--- src/logic/pcvr_pkg.sv ---
// package for the port controller vendor register bank: offsets, fields, resets, timing
`default_nettype none
package pcvr_pkg;
   // =====================================================
   // register offsets
   localparam logic [7:0] VENDOR_IRQ_STATUS_OFS = 8'h90;
   localparam logic [7:0] VENDOR_IRQ_ENABLE_OFS = 8'h92;
   localparam logic [7:0] LINE_GENERAL_CONTROL_OFS = 8'h94;
   localparam logic [7:0] BMC_TRANSMIT_CONTROL_OFS = 8'h95;
   localparam logic [7:0] BMC_RECEIVE_CONTROL_OFS = 8'h96;
   localparam logic [7:0] BMC_RECEIVE_STATUS_OFS = 8'h97;

   // =====================================================
   // reset values
   localparam logic [7:0] VENDOR_IRQ_ENABLE_RST = 8'h00;
   localparam logic [7:0] LINE_GENERAL_CONTROL_RST = 8'h04;
   localparam logic [7:0] BMC_TRANSMIT_CONTROL_RST = 8'h00;
   localparam logic [7:0] BMC_RECEIVE_CONTROL_RST = 8'h00;
   localparam logic [2:0] VENDOR_IRQ_STATUS_RST = 3'h0;

   // =====================================================
   // field positions
   localparam int WAKE_TIMER_BIT = 4;
   localparam int CONFIG_LINE_FAULT_BIT = 3;
   localparam int OVERTEMP_BIT = 2;
   localparam int IRQ_FIELD_LO = 2;
   localparam int READ_CLEAR_MODE_BIT = 7;
   localparam int MSG_PHY_RESET_BIT = 6;
   localparam int FULL_DEVICE_RESET_BIT = 5;
   localparam int TOGGLE_SAMPLE_POLICY_BIT = 4;
   localparam int SAMPLE_PERIOD_LO = 2;
   localparam int TOGGLE_SHARE_LO = 0;
   localparam int TEST_CARRIER_SEL_BIT = 2;
   localparam int FAST_ROLE_SWAP_BIT = 1;
   localparam int RX_THRESHOLD_OVERRIDE_BIT = 2;
   localparam int RX_THRESHOLD_SEL_LO = 0;

   // =====================================================
   // timing, core clock at 50 MHz
   localparam int CORE_CLK_KHZ = 50000;
   localparam int SAMPLE_UNIT_MS = 1;
   localparam int CYCLES_PER_MS = SAMPLE_UNIT_MS * CORE_CLK_KHZ;
   localparam int TEST_CARRIER_DURATION_MS = 50;  // plain default
   localparam int TEST_CARRIER_CYCLES = TEST_CARRIER_DURATION_MS * CORE_CLK_KHZ;
   localparam int MSG_PHY_RESET_CYCLES = 16;
   localparam int FULL_DEVICE_RESET_CYCLES = 16;

   // =====================================================
   // types
   typedef enum logic [1:0] {
      PCVR_THR_SINK = 2'b00,
      PCVR_THR_SOURCE = 2'b01,
      PCVR_THR_NEUTRAL = 2'b10,
      PCVR_THR_SINK_HI_SOURCE_LO = 2'b11
   } pcvr_threshold_t;

   typedef enum logic [2:0] {
      PCVR_CAR_IDLE = 3'b001,
      PCVR_CAR_TIMED = 3'b010,
      PCVR_CAR_CONT = 3'b100
   } pcvr_carrier_state_t;

   // register request from the serial slave front end
   typedef struct packed {
      logic wr;
      logic rd;
      logic [7:0] addr;
      logic [7:0] wdata;
   } pcvr_reg_req_t;

   // receive framing status from the bmc receiver
   typedef struct packed {
      logic preamble;
      logic crc_good;
      logic frame_end;
      logic frame_start;
   } pcvr_rx_stat_t;
endpackage
`default_nettype wire

--- src/logic/pcvr_regs.sv ---
// vendor control and status register bank of the port controller
`timescale 1ns/100ps
`default_nettype none

// Function
// - mask bits 4,3,2 block their interrupt when 0, pass when 1, reset 0.
// - select 0 clears flags by written one, select 1 clears after status read.
// - select governs alert, fault and vendor status, not frame start status.
// - writing message phy reset resets pd state machines, bit self clears.
// - message phy reset behaves as a received hard reset.
// - writing full device reset restores all defaults, bit self clears after.
// - toggling unattached samples pins each period, or only before toggle.
// - sample period 00 1ms, 01 2ms, 10 8ms, 11 16ms, reset 01.
// - source share 00 30%, 01 10%, 10 50%, 11 60% of period.
// - test carrier select 0 sends for fixed duration, 1 sends continuously.
// - writing fast role swap bit sends a fast role swap signal.
// - rx threshold follows power role, or the select field when overridden.
// - receive status shows preamble, crc good, frame end, frame start bits.
// - vendor status holds wake timer bit 4, line fault 3, overtemp 2.
module pcvr_regs #(
   parameter int CYCLES_PER_MS = pcvr_pkg::CYCLES_PER_MS,
   parameter int TEST_CARRIER_CYCLES = pcvr_pkg::TEST_CARRIER_CYCLES
) (
   input wire logic core_clk,
   input wire logic rst_n,
   input wire pcvr_pkg::pcvr_reg_req_t reg_req,
   output logic [7:0] reg_rdata,
   input wire logic wake_timer_event,
   input wire logic config_line_fault_event,
   input wire logic overtemp_event,
   input wire pcvr_pkg::pcvr_rx_stat_t rx_stat,
   input wire logic power_role_source,
   input wire logic toggle_active,
   input wire logic unattached,
   input wire logic toggle_imminent,
   input wire logic carrier_request,
   input wire logic carrier_stop,
   output logic vendor_irq,
   output logic read_clear_mode,
   output logic alert_status_read,
   output logic msg_phy_reset,
   output logic full_device_reset,
   output logic config_pin_sample,
   output logic [6:0] toggle_source_pct,
   output logic test_carrier_on,
   output logic fast_role_swap_send,
   output pcvr_pkg::pcvr_threshold_t rx_threshold
);

   // =====================================================
   // functions
   // cycles for a sample period code
   function automatic logic [23:0] period_cycles(input logic [1:0] code);
      logic [4:0] ms;
      ms = 5'h01;
      unique case (code)
         2'b00: ms = 5'h01;
         2'b01: ms = 5'h02;
         2'b10: ms = 5'h08;
         2'b11: ms = 5'h10;
      endcase
      period_cycles = 24'(CYCLES_PER_MS * int'(ms));
   endfunction

   // percent of the toggle period spent as source, per share code
   function automatic logic [6:0] share_pct(input logic [1:0] code);
      share_pct = 7'h1e;
      unique case (code)
         2'b00: share_pct = 7'h1e;
         2'b01: share_pct = 7'h0a;
         2'b10: share_pct = 7'h32;
         2'b11: share_pct = 7'h3c;
      endcase
   endfunction

   // =====================================================
   // storage and decode
   logic [4:0] irq_enable_q;
   logic [7:0] gen_ctrl_q;
   logic test_carrier_sel_q;
   logic frs_q;
   logic [3:0] rx_ctrl_q;
   logic [2:0] irq_status_q;
   logic [3:0] rx_stat_q;
   logic [7:0] reg_rdata_q;
   logic [4:0] msg_cnt_q;
   logic [4:0] full_cnt_q;
   logic [23:0] sample_cnt_q;
   logic [31:0] carrier_cnt_q;
   logic sample_q;
   pcvr_pkg::pcvr_carrier_state_t car_q;
   logic [6:0] pct_q;
   pcvr_pkg::pcvr_threshold_t thr_q;
   logic soft_rst;
   logic wr_en;
   logic wr_gen;
   logic rd_status;
   logic [2:0] irq_set;
   logic [2:0] irq_clr;

   assign soft_rst = !rst_n || (full_cnt_q != 5'h00);
   assign wr_en = reg_req.wr && !soft_rst;
   assign wr_gen = wr_en && (reg_req.addr == pcvr_pkg::LINE_GENERAL_CONTROL_OFS);
   assign rd_status = reg_req.rd && (reg_req.addr == pcvr_pkg::VENDOR_IRQ_STATUS_OFS);

   // =====================================================
   // control registers, held at defaults during full device reset
   always_ff @(posedge core_clk) begin
      if (soft_rst) begin
         irq_enable_q <= pcvr_pkg::VENDOR_IRQ_ENABLE_RST[4:0];
         gen_ctrl_q <= pcvr_pkg::LINE_GENERAL_CONTROL_RST;
         test_carrier_sel_q <= pcvr_pkg::BMC_TRANSMIT_CONTROL_RST[pcvr_pkg::TEST_CARRIER_SEL_BIT];
         rx_ctrl_q <= pcvr_pkg::BMC_RECEIVE_CONTROL_RST[3:0];
      end else if (wr_en) begin
         unique case (reg_req.addr)
            pcvr_pkg::VENDOR_IRQ_ENABLE_OFS: irq_enable_q <= reg_req.wdata[4:0];
            pcvr_pkg::LINE_GENERAL_CONTROL_OFS: begin
               gen_ctrl_q[pcvr_pkg::READ_CLEAR_MODE_BIT] <=
                  reg_req.wdata[pcvr_pkg::READ_CLEAR_MODE_BIT];
               gen_ctrl_q[4:0] <= reg_req.wdata[4:0];
            end
            pcvr_pkg::BMC_TRANSMIT_CONTROL_OFS:
               test_carrier_sel_q <= reg_req.wdata[pcvr_pkg::TEST_CARRIER_SEL_BIT];
            pcvr_pkg::BMC_RECEIVE_CONTROL_OFS: rx_ctrl_q <= reg_req.wdata[3:0];
            default: ;
         endcase
      end
   end

   // =====================================================
   // self clearing resets: bit reads one while its counter runs
   always_ff @(posedge core_clk) begin
      if (soft_rst) begin
         msg_cnt_q <= 5'h00;
      end else if (wr_gen && reg_req.wdata[pcvr_pkg::MSG_PHY_RESET_BIT]) begin
         msg_cnt_q <= 5'(pcvr_pkg::MSG_PHY_RESET_CYCLES);
      end else if (msg_cnt_q != 5'h00) begin
         msg_cnt_q <= msg_cnt_q - 5'h01;
      end
   end

   // full reset counter, only cleared by the pin reset so the soft_rst it drives does not clear it
   always_ff @(posedge core_clk) begin
      if (!rst_n) begin
         full_cnt_q <= 5'h00;
      end else if (wr_gen && reg_req.wdata[pcvr_pkg::FULL_DEVICE_RESET_BIT]) begin
         full_cnt_q <= 5'(pcvr_pkg::FULL_DEVICE_RESET_CYCLES);
      end else if (full_cnt_q != 5'h00) begin
         full_cnt_q <= full_cnt_q - 5'h01;
      end
   end

   // =====================================================
   // vendor status flags, a new event wins over a clear
   assign irq_set = {wake_timer_event, config_line_fault_event, overtemp_event};
   // clear mask: read clears all in read mode, written ones clear otherwise
   always_comb begin
      irq_clr = 3'h0;
      if (gen_ctrl_q[pcvr_pkg::READ_CLEAR_MODE_BIT]) begin
         irq_clr = rd_status ? 3'h7 : 3'h0;
      end else if (wr_en && (reg_req.addr == pcvr_pkg::VENDOR_IRQ_STATUS_OFS)) begin
         irq_clr = reg_req.wdata[pcvr_pkg::WAKE_TIMER_BIT:pcvr_pkg::IRQ_FIELD_LO];
      end
   end

   // status flags, sticky until cleared
   always_ff @(posedge core_clk) begin
      if (soft_rst) begin
         irq_status_q <= pcvr_pkg::VENDOR_IRQ_STATUS_RST;
      end else begin
         irq_status_q <= irq_set | (irq_status_q & ~irq_clr);
      end
   end

   // =====================================================
   // receive framing status, captured from the receiver
   always_ff @(posedge core_clk) begin
      if (soft_rst) begin
         rx_stat_q <= 4'h0;
      end else begin
         rx_stat_q <= rx_stat;
      end
   end

   // =====================================================
   // fast role swap request, one cycle strobe
   always_ff @(posedge core_clk) begin
      if (soft_rst) begin
         frs_q <= 1'b0;
      end else begin
         frs_q <= wr_en && (reg_req.addr == pcvr_pkg::BMC_TRANSMIT_CONTROL_OFS)
                  && reg_req.wdata[pcvr_pkg::FAST_ROLE_SWAP_BIT];
      end
   end

   // =====================================================
   // configuration pin sampling strobe
   always_ff @(posedge core_clk) begin
      if (soft_rst || !(toggle_active && unattached)) begin
         sample_cnt_q <= 24'h000000;
         sample_q <= 1'b0;
      end else if (gen_ctrl_q[pcvr_pkg::TOGGLE_SAMPLE_POLICY_BIT]) begin
         sample_cnt_q <= 24'h000000;
         sample_q <= toggle_imminent;
      end else if (sample_cnt_q + 24'h000001 >=
                   period_cycles(gen_ctrl_q[pcvr_pkg::SAMPLE_PERIOD_LO +: 2])) begin
         sample_cnt_q <= 24'h000000;
         sample_q <= 1'b1;
      end else begin
         sample_cnt_q <= sample_cnt_q + 24'h000001;
         sample_q <= 1'b0;
      end
   end

   // =====================================================
   // test carrier sequencer
   always_ff @(posedge core_clk) begin
      if (soft_rst) begin
         car_q <= pcvr_pkg::PCVR_CAR_IDLE;
         carrier_cnt_q <= 32'h00000000;
      end else begin
         unique case (car_q)
            pcvr_pkg::PCVR_CAR_IDLE: begin
               carrier_cnt_q <= 32'(TEST_CARRIER_CYCLES);
               if (carrier_request) begin
                  car_q <= test_carrier_sel_q ? pcvr_pkg::PCVR_CAR_CONT
                                              : pcvr_pkg::PCVR_CAR_TIMED;
               end
            end
            pcvr_pkg::PCVR_CAR_TIMED: begin
               carrier_cnt_q <= carrier_cnt_q - 32'h00000001;
               if (carrier_stop || carrier_cnt_q <= 32'h00000001) begin
                  car_q <= pcvr_pkg::PCVR_CAR_IDLE;
               end
            end
            pcvr_pkg::PCVR_CAR_CONT: begin
               if (carrier_stop) begin
                  car_q <= pcvr_pkg::PCVR_CAR_IDLE;
               end
            end
            default: car_q <= pcvr_pkg::PCVR_CAR_IDLE;
         endcase
      end
   end

   // =====================================================
   // read data, registered on the read request
   always_ff @(posedge core_clk) begin
      if (!rst_n) begin
         reg_rdata_q <= 8'h00;
      end else if (reg_req.rd) begin
         unique case (reg_req.addr)
            pcvr_pkg::VENDOR_IRQ_STATUS_OFS: reg_rdata_q <= {3'h0, irq_status_q, 2'h0};
            pcvr_pkg::VENDOR_IRQ_ENABLE_OFS: reg_rdata_q <= {3'h0, irq_enable_q};
            pcvr_pkg::LINE_GENERAL_CONTROL_OFS:
               reg_rdata_q <= {gen_ctrl_q[7], msg_cnt_q != 5'h00, full_cnt_q != 5'h00,
                               gen_ctrl_q[4:0]};
            pcvr_pkg::BMC_TRANSMIT_CONTROL_OFS: reg_rdata_q <= {5'h00, test_carrier_sel_q, 2'h0};
            pcvr_pkg::BMC_RECEIVE_CONTROL_OFS: reg_rdata_q <= {4'h0, rx_ctrl_q};
            pcvr_pkg::BMC_RECEIVE_STATUS_OFS: reg_rdata_q <= {4'h0, rx_stat_q};
            default: reg_rdata_q <= 8'h00;
         endcase
      end
   end

   // =====================================================
   // outputs
   assign reg_rdata = reg_rdata_q;
   assign vendor_irq = |(irq_status_q & irq_enable_q[4:2]);
   assign read_clear_mode = gen_ctrl_q[pcvr_pkg::READ_CLEAR_MODE_BIT];
   assign alert_status_read = reg_req.rd; // lets alert and fault banks clear on read
   assign msg_phy_reset = msg_cnt_q != 5'h00;
   assign full_device_reset = full_cnt_q != 5'h00;
   assign config_pin_sample = sample_q;
   assign test_carrier_on = car_q != pcvr_pkg::PCVR_CAR_IDLE;
   assign fast_role_swap_send = frs_q;
   assign toggle_source_pct = pct_q;
   assign rx_threshold = thr_q;

   // source share percent, loaded at the same edge as the share field
   always_ff @(posedge core_clk) begin
      if (soft_rst) begin
         pct_q <= share_pct(pcvr_pkg::LINE_GENERAL_CONTROL_RST[pcvr_pkg::TOGGLE_SHARE_LO +: 2]);
      end else if (wr_gen) begin
         pct_q <= share_pct(reg_req.wdata[pcvr_pkg::TOGGLE_SHARE_LO +: 2]);
      end
   end

   // receiver threshold, registered from the override field or the power role
   always_ff @(posedge core_clk) begin
      if (rx_ctrl_q[pcvr_pkg::RX_THRESHOLD_OVERRIDE_BIT]) begin
         thr_q <= pcvr_pkg::pcvr_threshold_t'(rx_ctrl_q[1:0]);
      end else if (power_role_source) begin
         thr_q <= pcvr_pkg::PCVR_THR_SOURCE;
      end else begin
         thr_q <= pcvr_pkg::PCVR_THR_SINK;
      end
   end

endmodule
`default_nettype wire

--- config.mk ---
export PLATFORM = sky130hd
export DESIGN_NAME = pcvr_regs
export DESIGN_NICKNAME = d
export VERILOG_FILES = /design/src/logic/pcvr_pkg.sv /design/src/logic/pcvr_regs.sv
export SDC_FILE = /design/constraint.sdc
export NUM_CORES = 1
export LEC_CHECK = 0
export ABC_AREA = 1
export BUFFER_PORTS_ARGS = -buffer_cell sky130_fd_sc_hd__buf_2
export CAP_MARGIN = 10
export CELL_PAD_IN_SITES_DETAIL_PLACEMENT = 1
export CELL_PAD_IN_SITES_GLOBAL_PLACEMENT = 1
export CORE_MARGIN = 2
export CORE_UTILIZATION = 30
export DETAILED_ROUTE_END_ITERATION = 16
export PLACE_DENSITY = 0.58
export SYNTH_ARGS = -nofsm -noshare
export SYNTH_HDL_FRONTEND = slang
export SYNTH_SLANG_ARGS = --single-unit
--- constraint.sdc ---
create_clock -name core_clk -period 3.9 [get_ports core_clk]
set_input_delay 0.195 -clock core_clk [delete_from_list [all_inputs] [get_ports core_clk]]
set_output_delay 0.195 -clock core_clk [all_outputs]
set_load 0.03 [all_outputs]
### After elaboration in Yosys (flattened, before gate mapping)

Index checks and enable logic that the tools add are counted.

| word-level totals | value |
|---|---|
| output and inout port bits | 25 |
| flip-flop bits (word level) | 111 |

| cells by class | value |
|---|---|
| eq/ne operators | 19 |
| bitwise operators | 5 |
| add/sub/neg operators | 4 |
| multiply operators | 1 |
| muxes and demuxes | 22 |
| reductions and logical operators | 31 |
| $lt $le $gt $ge | 2 |

Operators by type and width:

| cell | count |
|---|---|
| 32-bit case mux with 2 select lines | 1 |
| 8-bit equality test, second input constant | 6 |
| 8-bit case mux with 6 select lines | 1 |
| 32-bit by 1-bit less-or-equal comparator with 1-bit output, second input constant | 1 |
| 32-bit by 1-bit subtractor with 32-bit output, second input constant | 1 |
| 5-bit 2-to-1 mux | 6 |
| 7-bit case mux with 4 select lines | 1 |
| 24-bit by 1-bit adder with 24-bit output, second input constant | 1 |
| 24-bit by 21-bit >= comparator with 1-bit output | 1 |
| 3-bit 2-to-1 mux | 7 |
| 5-bit case mux with 4 select lines | 1 |
| 12-bit by 5-bit multiplier with 17-bit output, first input constant | 1 |
| 5-bit nonzero test | 2 |
| 5-bit by 1-bit subtractor with 5-bit output, second input constant | 2 |
| 1-bit logical AND | 9 |
| 3-bit case mux with 3 select lines | 1 |
| 2-bit equality test, second input constant | 4 |
| 2-bit AND reduction | 4 |
| 3-bit bitwise AND | 2 |
| 2-bit inequality test, second input constant | 3 |
| 2-bit nonzero test | 3 |
| 3-bit OR reduction | 2 |
| 2-bit by 1-bit equality test with 1-bit output, second input constant | 2 |
| 2-bit logical NOT | 2 |
| 13 further kinds | 20 |

### Depth between registers and ports, before layout

Gate-level depths: netlist of the first run.

| logic depth | value |
|---|---|
| depth after elaboration | 10 |
| mapped depth | 21 |

### Worst setup path after synthesis of the first run

No wires, ideal clock.

| timing | value |
|---|---|
| path kind | register -> register |
| from | reg gen_ctrl_q[3] |
| to | reg sample_cnt_q[10] |
| period minus slack after synthesis | 3.244 ns |
| arrival | 3.182 ns |
| slack | 0.656 ns |
| path buffers | 1 |
| cell stages (with the launch flop) | 20 |
| data required time | 3.838 ns |
| path through | dfxtp_1 > inv_1 > ha_1 > ha_1 > ha_1 > fa_1 > a21oi_1 > o21ai_0 > nand3_1 > xor2_1 > ha_1 > nand2_1 > inv_1 > nand4_1 > o211a_1 > nor2_1 > nor2_2 > nand3_2 > buf_6 > nor2_2 |

| on the way | value |
|---|---|
| word-level cells in the longest chain between the ends | 7 |
| elaborated cells on any way between the ends | 10 |
| those cells by class | mul: 1; order compare: 1; eq/ne: 3; mux: 3; reduce/logical: 2 |

Ends and longest elaborated chain:

| item | RTL line | source |
|---|---|---|
| start: declaration | pcvr_regs.sv:79 | `logic [7:0] gen_ctrl_q;` |
| start signal: assignment | pcvr_regs.sv:111 | `gen_ctrl_q <= pcvr_pkg::LINE_GENERAL_CONTROL_RST;` |
| start signal: indexed assignment | pcvr_regs.sv:118 | `gen_ctrl_q[pcvr_pkg::READ_CLEAR_MODE_BIT] <=` |
| start signal: assignment | pcvr_regs.sv:120 | `gen_ctrl_q[4:0] <= reg_req.wdata[4:0];` |
| 2-bit equality test (tied with other cells) | pcvr_regs.sv:56 | `unique case (code)` |
| 5-bit case mux with 4 select lines (*) | pcvr_regs.sv:56 |  |
| 5-bit 2-to-1 mux (*) | pcvr_regs.sv:202 | `end else if (gen_ctrl_q[pcvr_pkg::TOGGLE_SAMPLE_POLICY_BIT]) begin` |
| 5-bit 2-to-1 mux (*) | pcvr_regs.sv:199 | `if (soft_rst \|\| !(toggle_active && unattached)) begin` |
| 12-bit by 5-bit multiplier with 17-bit output (*) | pcvr_regs.sv:62 | `period_cycles = 24'(CYCLES_PER_MS * int'(ms));` |
| 24-bit by 21-bit >= comparator with 1-bit output (*) | pcvr_regs.sv:205 | `end else if (sample_cnt_q + 24'h000001 >=` |
| 3-bit OR reduction (no line) (*) | -- |  |
| end signal: assignment | pcvr_regs.sv:210 | `sample_cnt_q <= sample_cnt_q + 24'h000001;` |
| end: declaration | pcvr_regs.sv:88 | `logic [23:0] sample_cnt_q;` |

Every way passes the cells marked *; elsewhere a longest branch is shown, timed or not. The select of a mux whose other input is x is not followed.
A chain may end at the register's enable or synchronous reset.

### Final worst setup path of the first run

| timing | value |
|---|---|
| from | reg gen_ctrl_q[3] |
| to | reg sample_cnt_q[13] |

The elaborated chain is that of the path after synthesis.

==> impl_metrics.tcl, run 1 <==
set metrics [dict create \
    reg2reg_to "sample_cnt_q[13]" \
    grt_max_degree 42 \
    grt_overflow_total 0 \
    drive_above_1_share 0.156 \
    r2r_slack_ns 0.39 \
    areaGrowthSynthToFinish_pct 15.4 \
    ys_warn_count 0 \
    grt_pass1_wl_um 28100 \
    required_ns 4.20 \
    cp-start-kind "flip-flop" \
    slew_headroom 0.634 \
    vias 5467 \
    wl_per_cell_um 13.7 \
    die_area_sq_um 21800 \
    layout_common_cells "nand2_1 (169), inv_1 (141), dfxtp_1 (108)" \
    n_antenna_cell 0 \
    synth_ff_type "dfxtp_1" \
    peakVddDrop_uv 221 \
    insertion_delay_ns 0.36 \
    drtAntennaViolNets 0 \
    intPower_uw 2090 \
    crit_fanout 21 \
    dpl_cell_area_sq_um 6800 \
    pin_count 58 \
    core_sq_um 20200 \
    rsz0062_at_grt "false" \
    clockBufferDepth 2 \
    clockPowerShare 0.309 \
    dpl.cell_count 1185 \
    synth_seq_cells 109 \
    ys_seq_area_frac 0.353 \
    power_density_nw_per_um2 476 \
    yosysUniqueCellTypes 50 \
    reg2reg_depth 19 \
    min_period_over_period 0.899 \
    cp-startpoint "gen_ctrl_q[3]" \
    cap_violations 0 \
    initial_utilization 0.306 \
    drc_errors 0 \
    seqPwrFrac 0.374 \
    wl_um 16400 \
    viasPerCell 4.55 \
    drt_pass1_iterations 6 \
    p_comb_frac 0.317 \
    layout_commonest_cell "nand2_1" \
    min_period_ns 3.51 \
    hold-path-endpoint "rx_threshold[0]" \
    status "completed" \
    final_cells 1201 \
    finalSetupViolations 0 \
    hold_viol 0 \
    swShare 0.384 \
    synth_edf_count 0 \
    leakagePower_uw 0.00317 \
    cp-end-kind "flip-flop" \
    synthCells 864 \
    rr_startpoint "gen_ctrl_q[3]" \
    arrival_ns 3.80 \
    cts_tree "yes" \
    gp_congestion 0.778 \
    clk_pin_slew_ns 0.08 \
    p_total_uw 3400 \
    fmax_ghz 0.285 \
    hp-class "primary input to flip-flop" \
    drv_slew 0 \
    grt_usage 0.159 \
    mappedNetlistArea_sq_um 6190 \
    holdBufCountCts 0 \
    setup_tns_ns 0 \
    holdPathStages 3 \
    antenna_found_initial 0 \
    clockRootBuffer "clkbuf_16" \
    clock-sinks 109 \
    fin_skew_ns 0.0106 \
    die_width_um 148 \
    htreeDepth 3 \
    place_hpwl_um 12900 \
    die_h_um 148 \
    stdcell_area_sq_um 7140 \
    nets 1002 \
    crit_type "flip-flop to flip-flop" \
    first_iter_violations 175 \
    syn_area_per_cell_sq_um 7.16 \
    rows 52 \
    grt_pass1_vias 5753 \
    hp-start "power_role_source" \
    async_flop_share 0 \
    switching_power_uw 1310 \
    cts_buffers 9 \
    worst-slew-pin-transition_ns 0.549 \
    holdWs_ns 0.0334 \
    numPortBuffers 55 \
]
what timing repair did:
action,CTS,global route
buffers inserted,0,0
endpoints found under the hold margin,0,0
gates resized for setup,0,1
setup endpoints to repair,0,3
worst max path at each step:
stage,to,slack [ns],cells after the start
2_1_floorplan,sample_cnt_q[10],0.66,19
6_report,sample_cnt_q[13],0.39,19
5_1_grt,sample_cnt_q[13],0.1,19
3_5_place_dp,sample_cnt_q[13],0.30,19
3_3_place_gp,sample_cnt_q[0],0.40,19
4_1_cts,sample_cnt_q[13],0.27,19
cell usage after synthesis (5+ instances only):
cell type	n	area (sq um)
ha_1	42	526
xnor2_1	8	70.1
nand3_1	52	260
o31ai_1	7	52.6
inv_2	8	30.0
or2_2	5	31.3
nand2_2	7	43.8
nor2_4	8	90.1
nand4_1	9	56.3
nor2_1	87	327
inv_1	141	529
nor2_2	28	175
a211oi_1	19	143
a21oi_1	44	220
dfxtp_1	109	2180
xor2_1	12	105
nor3_1	10	50.1
o21ai_0	35	175
clkbuf_1	8	30.0
nand2_1	169	634
a31oi_1	6	37.5
worst max-delay path: stages, from the launching register on:
cell	delay [ns]
dfxtp_2	0.38
inv_1	0.11
ha_1	0.24
ha_1	0.32
ha_1	0.35
fa_1	0.43
a21oi_1	0.12
o21ai_0	0.10
nand3_1	0.09
xor2_1	0.15
ha_1	0.26
nand2_1	0.09
inv_1	0.06
nand4_1	0.08
o211a_1	0.15
nor2_1	0.05
nor2_2	0.11
nand3_2	0.10
buf_12	0.18
nor2_2	0.10
layer usage:
| metal | global-route usage | vias to the layer above | routed length (um) |
|---|---|---|---|
| li1 | - | 2885 | - |
| met1 | 0.209 | 2533 | 8220 |
| met2 | 0.272 | 39 | 7760 |
| met3 | 0.0275 | 10 | 316 |
| met4 | 0.0361 | 0 | 153 |
| met5 | 0 | - | 0 |
registers in the layout, summed over array words and instances, names as in the netlist:
name                 cells
carrier_cnt_q           32
sample_cnt_q            24
reg_rdata                8
gen_ctrl_q               6
full_cnt_q               5
irq_enable_q             5
msg_cnt_q                5
toggle_source_pct        5
rx_ctrl_q                4
rx_stat_q                4
car_q                    3
irq_status_q             3
rx_threshold             2
config_pin_sample        1
fast_role_swap_send      1
test_carrier_sel_q       1
cell families after synthesis:
group	Yosys count	synth area share
buf+inv	167	0.106
other cells	1	0.000606
flops	109	0.353
xor+xnor	20	0.0283
compound gates	132	0.130
fa+ha+maj	43	0.0882
simple gates	392	0.294
metrics by stage:
stage / util / setup slack [ns]
after floorplan: - / 0.656
after global placement: 0.336 / 0.405
after detailed placement: 0.336 / 0.295
after CTS: 0.353 / 0.267
after global routing: 0.353 / 0.0976
final: 0.353 / 0.393
layout make-up:
cell class | instances | area, sq um
flip-flops and latches | 109 | 2180
clock inverters | 7 | 116
repair buffers | 62 | 340
fillers | 2540 | 13100
well taps | 270 | 338
multi-input cells | 592 | 3370
clock buffers | 9 | 225
inverters | 152 | 571
power groups by stage:
stage / Combinational (uW) / Clock, uW / Sequential (uW)
floorplan: 766 / 0 / 1280
global placement: 1090 / 0 / 1300
detailed placement: 1090 / 0 / 1300
CTS: 1100 / 1090 / 1270
global route: 1230 / 1130 / 1290
finish: 1080 / 1050 / 1270
Power figures use the tool's default switching activity.
==> run 2, diff against run 1 <==
Settings changed: CTS_BUF_LIST from default to sky130_fd_sc_hd__clkbuf_8.
==> impl_metrics.tcl, run 2 (synthesis results as in run 1) <==
set metrics [dict create \
    wl_um 16400 \
    grt_usage 0.158 \
    cap_violations 0 \
    first_iter_violations 159 \
    pin_count 58 \
    viasPerCell 4.55 \
    die_width_um 148 \
    layout_common_cells "nand2_1 (169), inv_1 (141), dfxtp_1 (108)" \
    max_stage_delay_ns 0.43 \
    clockRootBuffer "clkbuf_8" \
    die_area_sq_um 21800 \
    grt_pass1_vias 5760 \
    required_ns 4.23 \
    dpl_cell_area_sq_um 6800 \
    top_register "carrier_cnt_q" \
    drv_slew 0 \
    initial_utilization 0.306 \
    slew_headroom 0.634 \
    finalSetupViolations 0 \
    grt_overflow_total 0 \
    postCtsSetupBuffers 0 \
    cts_buffers 9 \
    setup_tns_ns 0 \
    fillers 2550 \
    gp_congestion 0.778 \
    cp-start-kind "flip-flop" \
    numPortBuffers 55 \
    leakagePower_uw 0.00314 \
    cts_tree "yes" \
    grt_max_degree 42 \
    rows 52 \
    cpLargestDelayFamily "adder cells" \
    vias 5484 \
    insertion_delay_ns 0.39 \
    worst-slew-pin-transition_ns 0.548 \
    hold_viol 0 \
    grt_pass1_wl_um 28100 \
    n_antenna_cell 0 \
    antenna_found_initial 0 \
    final_cells 1206 \
    worstPathCellList "inv_1 -> ha_1 -> ha_1 -> ha_1 -> fa_1 -> a21oi_1 -> o21ai_0 -> nand3_1 -> xor2_1 -> ha_1 -> nand2_1 -> inv_1 -> nand4_1 -> o211a_1 -> nor2_1 -> nor2_2 -> nand3_2 -> buf_12 -> nor2_2" \
    power_density_nw_per_um2 447 \
    peakVddDrop_uv 163 \
    clock-sinks 109 \
    place_hpwl_um 12900 \
    status "completed" \
    crit_type "flip-flop to flip-flop" \
    holdWs_ns 0.0171 \
    hp-class "primary input to flip-flop" \
    clockBufferDepth 2 \
    crit_fanout 21 \
    nets 1007 \
    layout_commonest_cell "nand2_1" \
    fin_skew_ns 0.0169 \
    min_period_over_period 0.902 \
    dpl.cell_count 1185 \
    cp-end-kind "flip-flop" \
    drt_pass1_iterations 4 \
    wl_per_cell_um 13.6 \
    arrival_ns 3.85 \
    areaGrowthSynthToFinish_pct 14.6 \
    crit_top_cell "ha_1" \
    clk_pin_slew_ns 0.11 \
    slowest_stage "fa_1" \
    cp_num_buf_inv 3 \
    drive_above_1_share 0.155 \
    htreeDepth 3 \
    rsz0062_at_grt "false" \
    fmax_ghz 0.284 \
    largest_reg_flops 32 \
    stdcell_area_sq_um 7090 \
    drtAntennaViolNets 0 \
    min_period_ns 3.52 \
    core_sq_um 20200 \
    drc_errors 0 \
    die_h_um 148 \
]
==> run 2: cell count changes in the layout (fill, tap and decap cells not counted) <==
cell	previous run	this run
clkbuf_16	9	0
clkbuf_8	0	9
dlygate4sd3_1	0	5
==> run 2: stage by stage <==
step | utilization | power [uW] | worst slack, ns
2_1_floorplan | - | 2050 | 0.656
3_3_place_gp | 0.336 | 2390 | 0.405
3_5_place_dp | 0.336 | 2390 | 0.295
4_1_cts | 0.350 | 3240 | 0.260
5_1_grt | 0.350 | 3410 | 0.0870
6_report | 0.350 | 3170 | 0.380
==> run 2: final timing paths <==
check / cells past startpoint / end / slack [ns] / startpoint
hold reg to reg: 2 / rx_threshold[1] / 0.45 / rx_ctrl_q[1]
setup reg to reg: 19 / sample_cnt_q[13] / 0.38 / gen_ctrl_q[3]
setup / recovery: 19 / sample_cnt_q[13] / 0.38 / gen_ctrl_q[3]
hold / removal: 3 / rx_stat_q[0] / 0.02 / rx_stat[0]
==> run 2: timing repair <==
action / 4_1_cts / 5_1_grt
hold buffers: 5 / 0
endpoints found under the setup margin: 0 / 8
gates resized for setup: 0 / 1
hold endpoints to repair: 5 / 0
==> run 2: tightest hold or removal path, cell delays in order <==
cell and delay (ns):
buf_2 0.09, inv_1 0.04, nor2_1 0.04
==> run 2: final cells by class <==
class	instances	area [sq um]	share of cell area
Clock buffer	9	124	0.0175
Clock inverter	7	116	0.0164
Inverter	152	571	0.0805
Multi-Input combinational cell	592	3370	0.475
Sequential cell	109	2180	0.308
Tap cell	270	338	0.0477
Timing Repair Buffer	67	390	0.0551
==> run 2: report_power, final <==
part | switching [uW] | leakage (uW) | internal (uW) | total, uW
Clock | 440 | 0.000120 | 379 | 819
Combinational | 771 | 0.00214 | 308 | 1080
Sequential | 65.6 | 0.000884 | 1210 | 1270
==> run 2: layer usage <==
metal | vias to the layer above | global-route usage | wire length, um
li1 | 2893 | - | -
met1 | 2538 | 0.209 | 8180
met2 | 41 | 0.270 | 7690
met3 | 12 | 0.0262 | 352
met4 | 0 | 0.0389 | 208
met5 | - | 0 | 0
